[config.mk]
export PLATFORM = sky130hd
export DESIGN_NAME = bsc_sysctl
export DESIGN_NICKNAME = d
export VERILOG_FILES = /design/src/verilog/bsc_pkg.sv /design/src/verilog/bsc_sysctl.sv
export SDC_FILE = /design/constraint.sdc
export NUM_CORES = 1
export LEC_CHECK = 0
export BUFFER_PORTS_ARGS = -buffer_cell sky130_fd_sc_hd__buf_2
export CAP_MARGIN = 10
export CORE_MARGIN = 3
export CORE_UTILIZATION = 50
export DETAILED_ROUTE_END_ITERATION = 8
export GPL_ROUTABILITY_DRIVEN = 0
export PLACE_DENSITY = 0.79
export SLEW_MARGIN = 5
export SYNTH_ARGS = -nofsm -noshare
export SYNTH_HDL_FRONTEND = slang
export SYNTH_SLANG_ARGS = --single-unit
[constraint.sdc]
create_clock -name clk_sys_i -period 2.8 [get_ports clk_sys_i]
set_clock_uncertainty 0.15 [all_clocks]
set_input_delay 0.14 -clock clk_sys_i [delete_from_list [all_inputs] [get_ports clk_sys_i]]
set_output_delay 0.14 -clock clk_sys_i [all_outputs]
set_load 0.005 [all_outputs]
[src/verilog/bsc_pkg.sv]
// Purpose: Constants for the bridge system control bits block
// Assumes: One 32-bit register per function, reached at a chosen word address
// Notes:   Bits 31..27 are not implemented and read as zero
`default_nettype none
package bsc_pkg;
    localparam logic [3:0]  REG_ADDR      = 4'h0;
    localparam int unsigned ADDR_W        = 4;
    localparam int unsigned POS_ROUTE     = 26;
    localparam int unsigned POS_PW_FLAG   = 25;
    localparam int unsigned POS_PW_EN     = 24;
    localparam int unsigned POS_RSV_PIN   = 22;
    localparam int unsigned POS_VCC_DIS   = 21;
    localparam int unsigned POS_CARD_DMA_REQUEST_EN   = 19;
    localparam int unsigned POS_CHAN_LO   = 16;
    localparam int unsigned POS_BURST_DN  = 15;
    localparam int unsigned POS_BURST_UP  = 14;
    localparam int unsigned POS_ACTIVE    = 13;
    localparam int unsigned POS_RAIL      = 12;
    localparam int unsigned POS_PWR_BUSY  = 11;
    localparam int unsigned POS_UP_WAIT   = 10;
    localparam int unsigned POS_DN_WAIT   = 9;
    localparam int unsigned POS_INTERROG  = 8;
    localparam int unsigned POS_IDLE_GATE = 6;
    localparam int unsigned POS_ID_WP     = 5;
    localparam int unsigned POS_PAR_REP   = 4;
    localparam int unsigned POS_CDMA      = 3;
    localparam int unsigned POS_CLK_HOLD  = 1;
    localparam int unsigned POS_RING_MUX  = 0;
    localparam logic        RST_RSV_PIN   = 1'b0;
    localparam logic [2:0]  RST_CHAN      = 3'h4;
    localparam logic        RST_BURST_DN  = 1'b1;
    localparam logic        RST_ID_WP     = 1'b1;
    localparam logic        RST_IDLE_GATE = 1'b1;
    localparam logic [2:0]  CHAN_UNUSED   = 3'h4;
    localparam int unsigned CLK_HZ        = 25000000;
    localparam int unsigned UP_DELAY_US   = 100;
    localparam int unsigned DN_DELAY_US   = 100;
    localparam int unsigned UP_DELAY_CYC  = UP_DELAY_US * (CLK_HZ / 1000000);
    localparam int unsigned DN_DELAY_CYC  = DN_DELAY_US * (CLK_HZ / 1000000);
    localparam int unsigned STREAM_BITS   = 12;
    typedef enum logic [1:0] {
        BSC_IDLE   = 2'b00,
        BSC_STREAM = 2'b01,
        BSC_WAIT   = 2'b11
    } bsc_pwr_t;
endpackage
`default_nettype wire

[src/verilog/bsc_sysctl.sv]
// Purpose: System control bits 26..0 of a dual-socket card bridge
// Assumes: Both functions share one clock and reset; card events are synchronous
// Notes:   Global bits have one copy; socket bits have one copy per function
//
// Summary of operation
// - Power write interrupt to IRQ2 or status change
// - Power write flag sets; write one clears
// - Enable resets zero; each power write interrupts only while it is set
// - Drive reserved card pins low when enabled and a CardBus card is inserted
// - Supply protection on at zero, off at one
// - Bits 20,7 read zero; bit 12 one
// - Pass card DMA requests only when enabled
// - Channel code picks DMA channel; four unused
// - Downstream read burst enable, resets on
// - Upstream read burst enable, resets off
// - Activity flag sets on access, read clears
// - Sequence busy until stream and delay end
// - Power-up wait until up delay expires
// - Power-down wait until down delay expires
// - Interrogation flag follows interrogation in progress
// - Gate idle card state machine clock
// - Write protect identification registers when set
// - Report card parity errors on SERR
// - Central DMA enables, masks irq pins 7,6
// - Clock hold refuses clock stop requests
// - Ring wins on shared pin unless muxed
//
// The plain strobed port and the register offsets were left to the implementer.
`default_nettype none
`timescale 1ns/100ps
module bsc_sysctl #(
    parameter int unsigned UP_CYC = bsc_pkg::UP_DELAY_CYC,
    parameter int unsigned DN_CYC = bsc_pkg::DN_DELAY_CYC
) (
    input  wire logic                       clk_sys_i,
    input  wire logic                       resetn_i,
    input  wire logic [bsc_pkg::ADDR_W-1:0] addr_i,
    input  wire logic                       func_i,
    input  wire logic [31:0]                wdata_i,
    input  wire logic                       wr_i,
    input  wire logic                       rd_i,
    output logic      [31:0]                rdata_o,
    input  wire logic [1:0]                 power_write_i,
    input  wire logic                       power_up_i,
    input  wire logic [1:0]                 card_access_i,
    input  wire logic [1:0]                 interrog_busy_i,
    input  wire logic [1:0]                 cardbus_inserted_i,
    input  wire logic [1:0]                 card_idle_clk_stopped_i,
    input  wire logic [1:0]                 card_dma_request_i,
    input  wire logic                       card_parity_err_i,
    input  wire logic                       clkrun_stop_req_i,
    input  wire logic                       ring_i,
    input  wire logic                       pme_i,
    input  wire logic [1:0]                 irq_mux_7_6_i,
    output logic                            irq2_o,
    output logic      [1:0]                 card_status_change_o,
    output logic      [1:0]                 reserved_pin_oe_o,
    output logic      [1:0]                 supply_protect_o,
    output logic                            pcpci_dma_req_o,
    output logic      [2:0]                 dma_channel_o,
    output logic                            read_burst_to_card_o,
    output logic                            read_burst_to_host_o,
    output logic      [1:0]                 sm_clk_en_o,
    output logic                            id_write_protect_o,
    output logic                            serr_o,
    output logic      [1:0]                 multiplexed_irq_o,
    output logic                            clkrun_refuse_o,
    output logic                            ring_indicate_output_o,
    output logic                            switch_data_o
);
    // ****************************************
    // Register decode
    // ****************************************
    wire       hit      = (addr_i == bsc_pkg::REG_ADDR);
    wire       wr_hit   = wr_i & hit;
    wire       rd_hit   = rd_i & hit;
    wire [1:0] fsel     = func_i ? 2'b10 : 2'b01;
    wire [1:0] wr_sock  = wr_hit ? fsel : 2'b00;
    wire [1:0] rd_sock  = rd_hit ? fsel : 2'b00;

    // Global copies, shared by both functions
    logic       route_q, pw_en_q, rsv_pin_q, card_dma_request_en_q, burst_dn_q, burst_up_q;
    logic       idle_gate_q, id_wp_q, par_rep_q, cdma_q, clk_hold_q, ring_mux_q;
    logic [2:0] chan_q;
    // Per-socket copies
    logic [1:0] pw_flag_q, vcc_dis_q, active_q;

    always_ff @(posedge clk_sys_i or negedge resetn_i) begin
        if (!resetn_i) begin
            route_q     <= 1'b0;
            pw_en_q     <= 1'b0;
            rsv_pin_q   <= bsc_pkg::RST_RSV_PIN;
            card_dma_request_en_q   <= 1'b0;
            chan_q      <= bsc_pkg::RST_CHAN;
            burst_dn_q  <= bsc_pkg::RST_BURST_DN;
            burst_up_q  <= 1'b0;
            idle_gate_q <= bsc_pkg::RST_IDLE_GATE;
            id_wp_q     <= bsc_pkg::RST_ID_WP;
            par_rep_q   <= 1'b0;
            cdma_q      <= 1'b0;
            clk_hold_q  <= 1'b0;
            ring_mux_q  <= 1'b0;
        end else if (wr_hit) begin
            route_q     <= wdata_i[bsc_pkg::POS_ROUTE];
            pw_en_q     <= wdata_i[bsc_pkg::POS_PW_EN];
            rsv_pin_q   <= wdata_i[bsc_pkg::POS_RSV_PIN];
            card_dma_request_en_q   <= wdata_i[bsc_pkg::POS_CARD_DMA_REQUEST_EN];
            chan_q      <= wdata_i[bsc_pkg::POS_CHAN_LO +: 3];
            burst_dn_q  <= wdata_i[bsc_pkg::POS_BURST_DN];
            burst_up_q  <= wdata_i[bsc_pkg::POS_BURST_UP];
            idle_gate_q <= wdata_i[bsc_pkg::POS_IDLE_GATE];
            id_wp_q     <= wdata_i[bsc_pkg::POS_ID_WP];
            par_rep_q   <= wdata_i[bsc_pkg::POS_PAR_REP];
            cdma_q      <= wdata_i[bsc_pkg::POS_CDMA];
            clk_hold_q  <= wdata_i[bsc_pkg::POS_CLK_HOLD];
            ring_mux_q  <= wdata_i[bsc_pkg::POS_RING_MUX];
        end
    end

    // ****************************************
    // Per-socket flags
    // ****************************************
    // Set wins over the write-one or read clear so no event is lost
    wire [1:0] pw_set   = power_write_i & {2{pw_en_q}};
    wire [1:0] pw_clr   = wr_sock & {2{wdata_i[bsc_pkg::POS_PW_FLAG]}};
    wire [1:0] pw_flag_d = pw_set | (pw_flag_q & ~pw_clr);
    wire [1:0] act_d    = card_access_i | (active_q & ~rd_sock);

    always_ff @(posedge clk_sys_i or negedge resetn_i) begin
        if (!resetn_i) begin
            pw_flag_q <= 2'b00;
            vcc_dis_q <= 2'b00;
            active_q  <= 2'b00;
        end else begin
            pw_flag_q <= pw_flag_d;
            active_q  <= act_d;
            if (wr_hit && func_i) begin
                vcc_dis_q[1] <= wdata_i[bsc_pkg::POS_VCC_DIS];
            end
            if (wr_hit && !func_i) begin
                vcc_dis_q[0] <= wdata_i[bsc_pkg::POS_VCC_DIS];
            end
        end
    end

    // ****************************************
    // Power switch sequencer
    // ****************************************
    // One shared switch: a new request during a stream is dropped
    bsc_pkg::bsc_pwr_t st_q;
    logic [15:0] cnt_q;
    logic        dir_up_q, shift_q;
    wire         any_pw    = |power_write_i;
    wire         cnt_done  = (cnt_q == 16'h0000);
    wire [15:0]  up_load   = 16'(UP_CYC - 1);
    wire [15:0]  dn_load   = 16'(DN_CYC - 1);
    wire [15:0]  bit_load  = 16'(bsc_pkg::STREAM_BITS - 1);

    always_ff @(posedge clk_sys_i or negedge resetn_i) begin
        if (!resetn_i) begin
            st_q     <= bsc_pkg::BSC_IDLE;
            cnt_q    <= 16'h0000;
            dir_up_q <= 1'b0;
            shift_q  <= 1'b0;
        end else begin
            unique case (st_q)
                bsc_pkg::BSC_IDLE: begin
                    shift_q <= 1'b0;
                    if (any_pw) begin
                        st_q     <= bsc_pkg::BSC_STREAM;
                        cnt_q    <= bit_load;
                        dir_up_q <= power_up_i;
                    end
                end
                bsc_pkg::BSC_STREAM: begin
                    shift_q <= ~shift_q;
                    if (cnt_done) begin
                        st_q  <= bsc_pkg::BSC_WAIT;
                        cnt_q <= dir_up_q ? up_load : dn_load;
                    end else begin
                        cnt_q <= cnt_q - 16'h0001;
                    end
                end
                bsc_pkg::BSC_WAIT: begin
                    shift_q <= 1'b0;
                    if (cnt_done) begin
                        st_q <= bsc_pkg::BSC_IDLE;
                    end else begin
                        cnt_q <= cnt_q - 16'h0001;
                    end
                end
                default: begin
                    st_q <= bsc_pkg::BSC_IDLE;
                end
            endcase
        end
    end

    wire pwr_busy = (st_q != bsc_pkg::BSC_IDLE);
    wire up_wait  = (st_q == bsc_pkg::BSC_WAIT) & dir_up_q;
    wire dn_wait  = (st_q == bsc_pkg::BSC_WAIT) & ~dir_up_q;

    // ****************************************
    // Read data
    // ****************************************
    wire [1:0] rd_bit_idx = fsel;
    wire       s_flag  = |(pw_flag_q & rd_bit_idx);
    wire       s_vcc   = |(vcc_dis_q & rd_bit_idx);
    wire       s_act   = |(active_q & rd_bit_idx);
    wire       s_intg  = |(interrog_busy_i & rd_bit_idx);
    wire [31:0] reg_val = {5'h00, route_q, s_flag, pw_en_q, 1'b0, rsv_pin_q, s_vcc,
                           1'b0, card_dma_request_en_q, chan_q, burst_dn_q, burst_up_q, s_act,
                           1'b1, pwr_busy, up_wait, dn_wait, s_intg, 1'b0,
                           idle_gate_q, id_wp_q, par_rep_q, cdma_q, 1'b0,
                           clk_hold_q, ring_mux_q};
    wire [31:0] rdata_d = rd_hit ? reg_val : 32'h0000_0000;

    // ****************************************
    // Outputs
    // ****************************************
    wire [1:0] pw_evt = pw_set;
    wire       dma_d  = card_dma_request_en_q & (|card_dma_request_i)
                        & (chan_q != bsc_pkg::CHAN_UNUSED);
    wire       ring_d = ring_mux_q ? pme_i : (ring_i | pme_i);
    wire [1:0] gate_d = ~({2{idle_gate_q}} & cardbus_inserted_i
                          & card_idle_clk_stopped_i);

    always_ff @(posedge clk_sys_i or negedge resetn_i) begin
        if (!resetn_i) begin
            rdata_o                <= 32'h0000_0000;
            irq2_o                 <= 1'b0;
            card_status_change_o   <= 2'b00;
            reserved_pin_oe_o      <= 2'b00;
            supply_protect_o       <= 2'b11;
            pcpci_dma_req_o        <= 1'b0;
            dma_channel_o          <= bsc_pkg::RST_CHAN;
            read_burst_to_card_o   <= bsc_pkg::RST_BURST_DN;
            read_burst_to_host_o   <= 1'b0;
            sm_clk_en_o            <= 2'b11;
            id_write_protect_o     <= bsc_pkg::RST_ID_WP;
            serr_o                 <= 1'b0;
            multiplexed_irq_o      <= 2'b00;
            clkrun_refuse_o        <= 1'b0;
            ring_indicate_output_o <= 1'b0;
            switch_data_o          <= 1'b0;
        end else begin
            rdata_o                <= rdata_d;
            irq2_o                 <= (|pw_evt) & ~route_q;
            card_status_change_o   <= pw_evt & {2{route_q}};
            reserved_pin_oe_o      <= {2{rsv_pin_q}} & cardbus_inserted_i;
            supply_protect_o       <= ~vcc_dis_q;
            pcpci_dma_req_o        <= dma_d & cdma_q;
            dma_channel_o          <= chan_q;
            read_burst_to_card_o   <= burst_dn_q;
            read_burst_to_host_o   <= burst_up_q;
            sm_clk_en_o            <= gate_d;
            id_write_protect_o     <= id_wp_q;
            serr_o                 <= card_parity_err_i & par_rep_q;
            multiplexed_irq_o      <= irq_mux_7_6_i & {2{~cdma_q}};
            clkrun_refuse_o        <= clkrun_stop_req_i & clk_hold_q;
            ring_indicate_output_o <= ring_d;
            switch_data_o          <= shift_q;
        end
    end

    // ****************************************
    // Checks
    // ****************************************
    a_rail_bit: assert property (@(posedge clk_sys_i) disable iff (!resetn_i)
        rd_hit |=> rdata_o[bsc_pkg::POS_RAIL] && !rdata_o[7] && !rdata_o[20])
        else $error("reserved bits wrong");
    a_irq2_route: assert property (@(posedge clk_sys_i) disable iff (!resetn_i)
        (|power_write_i && pw_en_q && !route_q) |=> irq2_o)
        else $error("irq2 missing");
    a_csc_route: assert property (@(posedge clk_sys_i) disable iff (!resetn_i)
        (power_write_i[0] && pw_en_q && route_q) |=> card_status_change_o[0] && !irq2_o)
        else $error("status change missing");
    a_flag_set: assert property (@(posedge clk_sys_i) disable iff (!resetn_i)
        (power_write_i[0] && pw_en_q) |=> pw_flag_q[0])
        else $error("flag not set");
    a_act_clear: assert property (@(posedge clk_sys_i) disable iff (!resetn_i)
        (rd_hit && !func_i && !card_access_i[0]) |=> !active_q[0])
        else $error("activity not cleared");
    a_busy_start: assert property (@(posedge clk_sys_i) disable iff (!resetn_i)
        (!pwr_busy && any_pw) |=> pwr_busy [*8])
        else $error("sequence not busy");
    a_wait_kind: assert property (@(posedge clk_sys_i) disable iff (!resetn_i)
        !(up_wait && dn_wait))
        else $error("both waits set");
    a_wait_end: assert property (@(posedge clk_sys_i) disable iff (!resetn_i)
        $fell(dn_wait) |-> !pwr_busy)
        else $error("busy after wait");
    a_ring_pri: assert property (@(posedge clk_sys_i) disable iff (!resetn_i)
        (ring_i && !ring_mux_q) |=> ring_indicate_output_o)
        else $error("ring lost");
    a_clk_hold: assert property (@(posedge clk_sys_i) disable iff (!resetn_i)
        (clkrun_stop_req_i && clk_hold_q) |=> clkrun_refuse_o)
        else $error("clock stop allowed");
    a_dma_gate: assert property (@(posedge clk_sys_i) disable iff (!resetn_i)
        !card_dma_request_en_q |=> !pcpci_dma_req_o)
        else $error("dma request passed while disabled");
    a_irq_mask: assert property (@(posedge clk_sys_i) disable iff (!resetn_i)
        cdma_q |=> (multiplexed_irq_o == 2'b00))
        else $error("irq pins not masked");
    a_clk_gate: assert property (@(posedge clk_sys_i) disable iff (!resetn_i)
        (idle_gate_q && cardbus_inserted_i[0] && card_idle_clk_stopped_i[0])
        |=> !sm_clk_en_o[0])
        else $error("idle clock not gated");
    a_parity_off: assert property (@(posedge clk_sys_i) disable iff (!resetn_i)
        !par_rep_q |=> !serr_o)
        else $error("parity reported while off");
    a_rsv_drive: assert property (@(posedge clk_sys_i) disable iff (!resetn_i)
        (rsv_pin_q && cardbus_inserted_i[1]) |=> reserved_pin_oe_o[1])
        else $error("reserved pins not driven");
    a_intg_read: assert property (@(posedge clk_sys_i) disable iff (!resetn_i)
        (rd_hit && func_i) |=> (rdata_o[bsc_pkg::POS_INTERROG] == $past(interrog_busy_i[1])))
        else $error("interrogation bit wrong");
    a_flag_clear: assert property (@(posedge clk_sys_i) disable iff (!resetn_i)
        (wr_hit && !func_i && wdata_i[bsc_pkg::POS_PW_FLAG] && !power_write_i[0])
        |=> !pw_flag_q[0])
        else $error("flag not cleared");
    a_supply_prot: assert property (@(posedge clk_sys_i) disable iff (!resetn_i)
        !vcc_dis_q[1] |=> supply_protect_o[1])
        else $error("supply protection off");
    c_dma_fwd: cover property (@(posedge clk_sys_i) disable iff (!resetn_i)
        pcpci_dma_req_o);
    c_act_set: cover property (@(posedge clk_sys_i) disable iff (!resetn_i)
        $rose(active_q[0]));
    c_power_up: cover property (@(posedge clk_sys_i) disable iff (!resetn_i)
        $rose(up_wait));
    c_power_dn: cover property (@(posedge clk_sys_i) disable iff (!resetn_i)
        $rose(dn_wait));
    c_flag_clr: cover property (@(posedge clk_sys_i) disable iff (!resetn_i)
        $fell(pw_flag_q[1]));
endmodule
`default_nettype wire

Word-level counts from Yosys, hierarchy flattened
Cells that the tools add are included.
{"block": "op_classes", "div": 0, "mux": 14, "bitwise": 34, "magnitude_cmp": 0, "addsub": 1, "multipliers": 0, "n_eq_ne": 7, "shift": 0, "n_reduce_logical": 20}
{"op": "$mux W16", "n": 3}
{"op": "$pmux W16 S3", "n": 1}
{"op": "$mux W27", "n": 1}
{"op": "$and A2 B2 Y2", "n": 13}
{"op": "$logic_not A16 Y1", "n": 1}
{"op": "$reduce_or A2 Y1", "n": 8}
{"op": "$sub A16 B1 Y16 const B", "n": 1}
{"op": "$mux W2", "n": 6}
{"op": "$and A1 B1 Y1", "n": 10}
{"op": "$ne A2 B2 Y1 const B", "n": 4}
{"op": "$not A2 Y2", "n": 4}
{"op": "$pmux W2 S3", "n": 1}
{"op": "$reduce_and A3 Y1", "n": 2}
{"op": "$logic_not A4 Y1", "n": 1}
{"op": "$not A1 Y1", "n": 4}
{"op": "$or A2 B2 Y2", "n": 2}
{"op": "$reduce_bool A2 Y1", "n": 2}
{"op": "$ne A3 B3 Y1 const B", "n": 1}
{"op": "$reduce_bool A3 Y1", "n": 1}
{"op": "$eq A2 B1 Y1 const B", "n": 1}
{"op": "$eq A2 B2 Y1 const B", "n": 1}
{"op": "$logic_and A1 B1 Y1", "n": 2}
{"op": "$logic_not A2 Y1", "n": 1}
{"op": "$pmux W1 S2", "n": 1}
{"op": "other kinds (4)", "n": 4}
{"block": "word_totals", "latch_bits": 0, "elab_cells": 113, "inputBits": 60, "ff_bits": 90, "output_inout_bits": 54, "memories": 0, "rom_bits": 0, "ramBits": 0}

Logic depth before layout (Yosys ltp)
{"block": "depth", "ltp_word": 7, "ltp_mapped": 9, "ltp_nobuf": 7}

Worst setup path before layout
OpenSTA, ideal clock, no wires.
{"block": "synth_path", "path_kind": "register to register", "start": "reg cnt_q[0]", "end": "reg cnt_q[9]", "required_ns": 2.529, "path_stages_with_launch": 10, "setup_time_ns": 0.121, "setup_slack_ns": 0.435, "arrival_time_ns": 2.094, "synth_period_minus_slack_ns": 2.365, "path_buffers": 2, "path_cell_list": "dfrtp_1 -> inv_1 -> ha_1 -> or3b_1 -> clkbuf_4 -> or4_1 -> buf_2 -> a21o_4 -> a21oi_2 -> nor2_1"}
{"block": "synth_via", "elab_chain_len": 3, "elab_cells_between_ends": 7, "classes_between": "add/sub: 1; eq/ne: 1; mux: 3; reduce/logical: 2"}
{"element": "from (decl)", "line": "bsc_sysctl.sv:151", "source": "logic [15:0] cnt_q;"}
{"element": "from (signal assigned)", "line": "bsc_sysctl.sv:171", "source": "cnt_q <= bit_load;"}
{"element": "from (signal assigned)", "line": "bsc_sysctl.sv:179", "source": "cnt_q <= dir_up_q ? up_load : dn_load;"}
{"element": "from (signal assigned)", "line": "bsc_sysctl.sv:181", "source": "cnt_q <= cnt_q - 16'h0001;"}
{"element": "$sub A16 B1 Y16 / $logic_not A16 Y1 (equally long branches)", "line": "bsc_sysctl.sv:181, bsc_sysctl.sv:189, bsc_sysctl.sv:154"}
{"element": "$mux W16 (tied with other cells)", "line": "bsc_sysctl.sv:186", "source": "if (cnt_done) begin"}
{"element": "$pmux W16 S3 / $reduce_and A3 Y1 (equally long branches)"}
Parallel ways exist; a longest one is shown, timed or not. The select of a mux whose other input is x is not followed.
A chain may end at the register's enable or synchronous reset.

Worst setup path in the final report
{"block": "layout_path", "start": "reg cnt_q[0]", "end": "reg cnt_q[5]"}
Same word-level chain as after synthesis.

==> results.cfg <==
[outcome]
status = finished clean

[global_route]
grt_max_degree = 87
first_global_vias = 2916
antenna_found_initial = 0
track_usage_pct = 21.6
grt_pass1_wl_um = 13900
gr-total-overflow = 0

[drt]
viasPerCell = 5.19
dr_wl_met2_um = 4320
wl_per_cell_um = 15.7
num_vias = 2773
routed.top_layer = met4
postRouteAntennaNets = 0
wl_met1_um = 3430
routed_wl_um = 8390
wl_met3_um = 461
firstDrtPassIters = 4
drc = 0
drt_iter0_drc = 191

[yosys]
synth_top_area_cell = dfrtp_1
synth_cell_types = 48
ys_ff_latch = 86
yosysWarnings = 0
ys.flop_type = dfrtp_1
syn_area_sq_mm = 0.00352
syn_area_per_cell_sq_um = 11.9
seq_area_frac_synth_pct = 61.5
synth_edf_count = 0
synthArstFlopShare_pct = 100
synth_top_cells_by_area = dfrtp_1, dfstp_2, mux2_2, nor2_1, and3_1
syn_inst = 296
yosys.area.top_type_share_pct = 53.3

[critical_path]
path_delay_family = simple AND/OR/NAND/NOR gates
crit_arrival_ns = 2.65
crit_chain = inv_1, ha_1, or3b_1, or4_1, a21o_4, a21oi_2, nor2_1
critPathRequiredTime_ns = 2.89
ff2ff_setup_slack_ns = 0.24
crit_type = flop to flop
critPathBufInv = 1
r2r-start = cnt_q[0]
cpMaxStageDelayCell = or4_1
crit_start = cnt_q[0]
worst_setup_path_end_kind = flop
cpPeakStageDelay_ns = 0.66
crit_path_start_kind = flop
path_max_fanout = 7

[floorplan]
die_h_um = 89.9
io_pins = 114
core_area_sq_mm = 0.00657
rows = 29
die-area_sq_mm = 0.00809
die_x_um = 89.9
start_util_pct = 53.6

[placement]
dp_slack_ns = 0.201
io_buffers = 89
dp_hpwl_um = 5260

[sta]
fin_tns_setup_ns = 0
grt_setup_unrepaired = no
fin_crit_ns = 2.56
worst_pin_slew_ns = 1.04
slew_violations = 0
setup_viol = 0
hold_viol_final = 0
timing.final.crit_share_pct = 91.6
relSlewSlack_pct = 30.5
fin_ws_ns = 0.236
fin_hold_ws_ns = 0.0235
fmax_mhz = 390

[clock_tree]
cts-root-buf = clkbuf_8
h-tree-depth = 3
clockBufferDepth = 2
clk_pin_slew_worst_paths_ns = 0.09
cts_tree = yes
insertion_delay_ns = 0.35
cts.sinks = 86
cts_setup_buffers = 0
cts_buffers = 9

[cells_and_area]
areaGrowthSynthToFinish_pct = 32.8
nets = 501
antennaDiodeCount = 0
layout-drive-gt1-share_pct = 34.2

[pwr]
p_leak_nw = 2.40
power_density_mw_per_mm2 = 557
vdd_drop_max_mv = 0.657

[run]
maxCapViolCount = 0

[min_path]
hold_class = primary input to flop
hold_path_startpoint = rd_i
[per-layer routing]
| metal | up-vias | GRT usage, % |
|---|---|---|
| met2 | 96 | 36.7 |
| met3 | 19 | 4.51 |
| met5 | - | 0 |
| met1 | 1364 | 26.6 |
| li1 | 1294 | - |
| met4 | 0 | 9.69 |
[registers in the layout, indices dropped and copies added (netlist names), 2 cells and up]
name                  flops
chan_q                    3
st_q                      2
cnt_q                    16
multiplexed_irq_o         2
card_status_change_o      2
vcc_dis_q                 2
reserved_pin_oe_o         2
pw_flag_q                 2
dma_channel_o             3
sm_clk_en_o               2
active_q                  2
supply_protect_o          2
rdata_o                  23
[area by class of cell]
cell class                      instances  area [sq um]
Sequential cell                        86          2170
Clock buffer                           10           128
Tap cell                               93           116
Fill cell                             461          1890
Inverter                               11          41.3
Multi-Input combinational cell        191          1240
Timing Repair Buffer                  137           911
Clock inverter                          6          71.3
[kinds of logic after synthesis]
logic type / Yosys count / synth area share, %
mux: 23 / 7.14
flops: 86 / 61.5
fa+ha+maj: 5 / 1.78
simple gates: 108 / 17.1
xor+xnor: 1 / 0.249
other cells: 1 / 0.106
compound gates: 45 / 8.10
buf+inv: 27 / 4.09
[path summary, 6_finish.rpt]
path,endpoint,depth (start not counted)
worst min register to register,read_burst_to_card_o,0
worst max-delay path,cnt_q[5],7
worst max register to register,cnt_q[5],7
worst min-delay path,rdata_o[17],2
min in group asynchronous,cnt_q[7],2
max in group asynchronous,rdata_o[22],2
[synth_stat cells (3+ instances only)]
library cell	instances
nand2_1	17
nor2_1	29
nand3_1	7
o21ai_0	9
inv_1	11
mux2i_1	6
or2_2	3
a31oi_1	5
nor3_1	5
o211ai_1	3
dfrtp_1	75
or4_1	5
or3_1	3
and3_1	17
ha_1	5
mux2_2	17
dfstp_2	11
and2_1	4
clkbuf_1	4
a21oi_1	15
buf_4	10
[metrics by stage]
step           utilization [%]  instances  instance area (sq um)  power [mW]
4_1_cts                   71.2        534                   4680        2.60
5_1_grt                   71.2        534                   4680        2.72
6_report                  71.2        534                   4680        2.60
3_5_place_dp              61.9        477                   4070        1.69
2_1_floorplan                -        304                   3550        1.55
3_3_place_gp              61.9        477                   4070        1.67
[where the power goes]
part           total (mW)  switching (mW)  internal, mW
Clock               0.877           0.456         0.421
Sequential           1.44          0.0664          1.38
Combinational       0.284           0.121         0.162
[what timing repair did]
item                       CTS  global route
setup endpoints to repair    0             1
hold buffers                41             0
resized for setup            0             1
hold endpoints to repair   111             0
[layout by cell type (no fill, tap or decap), types with 6 or more instances in the layout]
cell type and instances:
dfstp_2 11, clkbuf_8 9, buf_4 8, conb_1 9, nor2_1 29, nand3_1 7, mux2i_1 6, mux2_2 17
a21oi_1 15, dlygate4sd3_1 41, and3_1 17, buf_2 88, nand2_1 17, o21ai_0 9, inv_1 11, dfrtp_1 75
No activity file was read; power rests on OpenSTA's default activity.
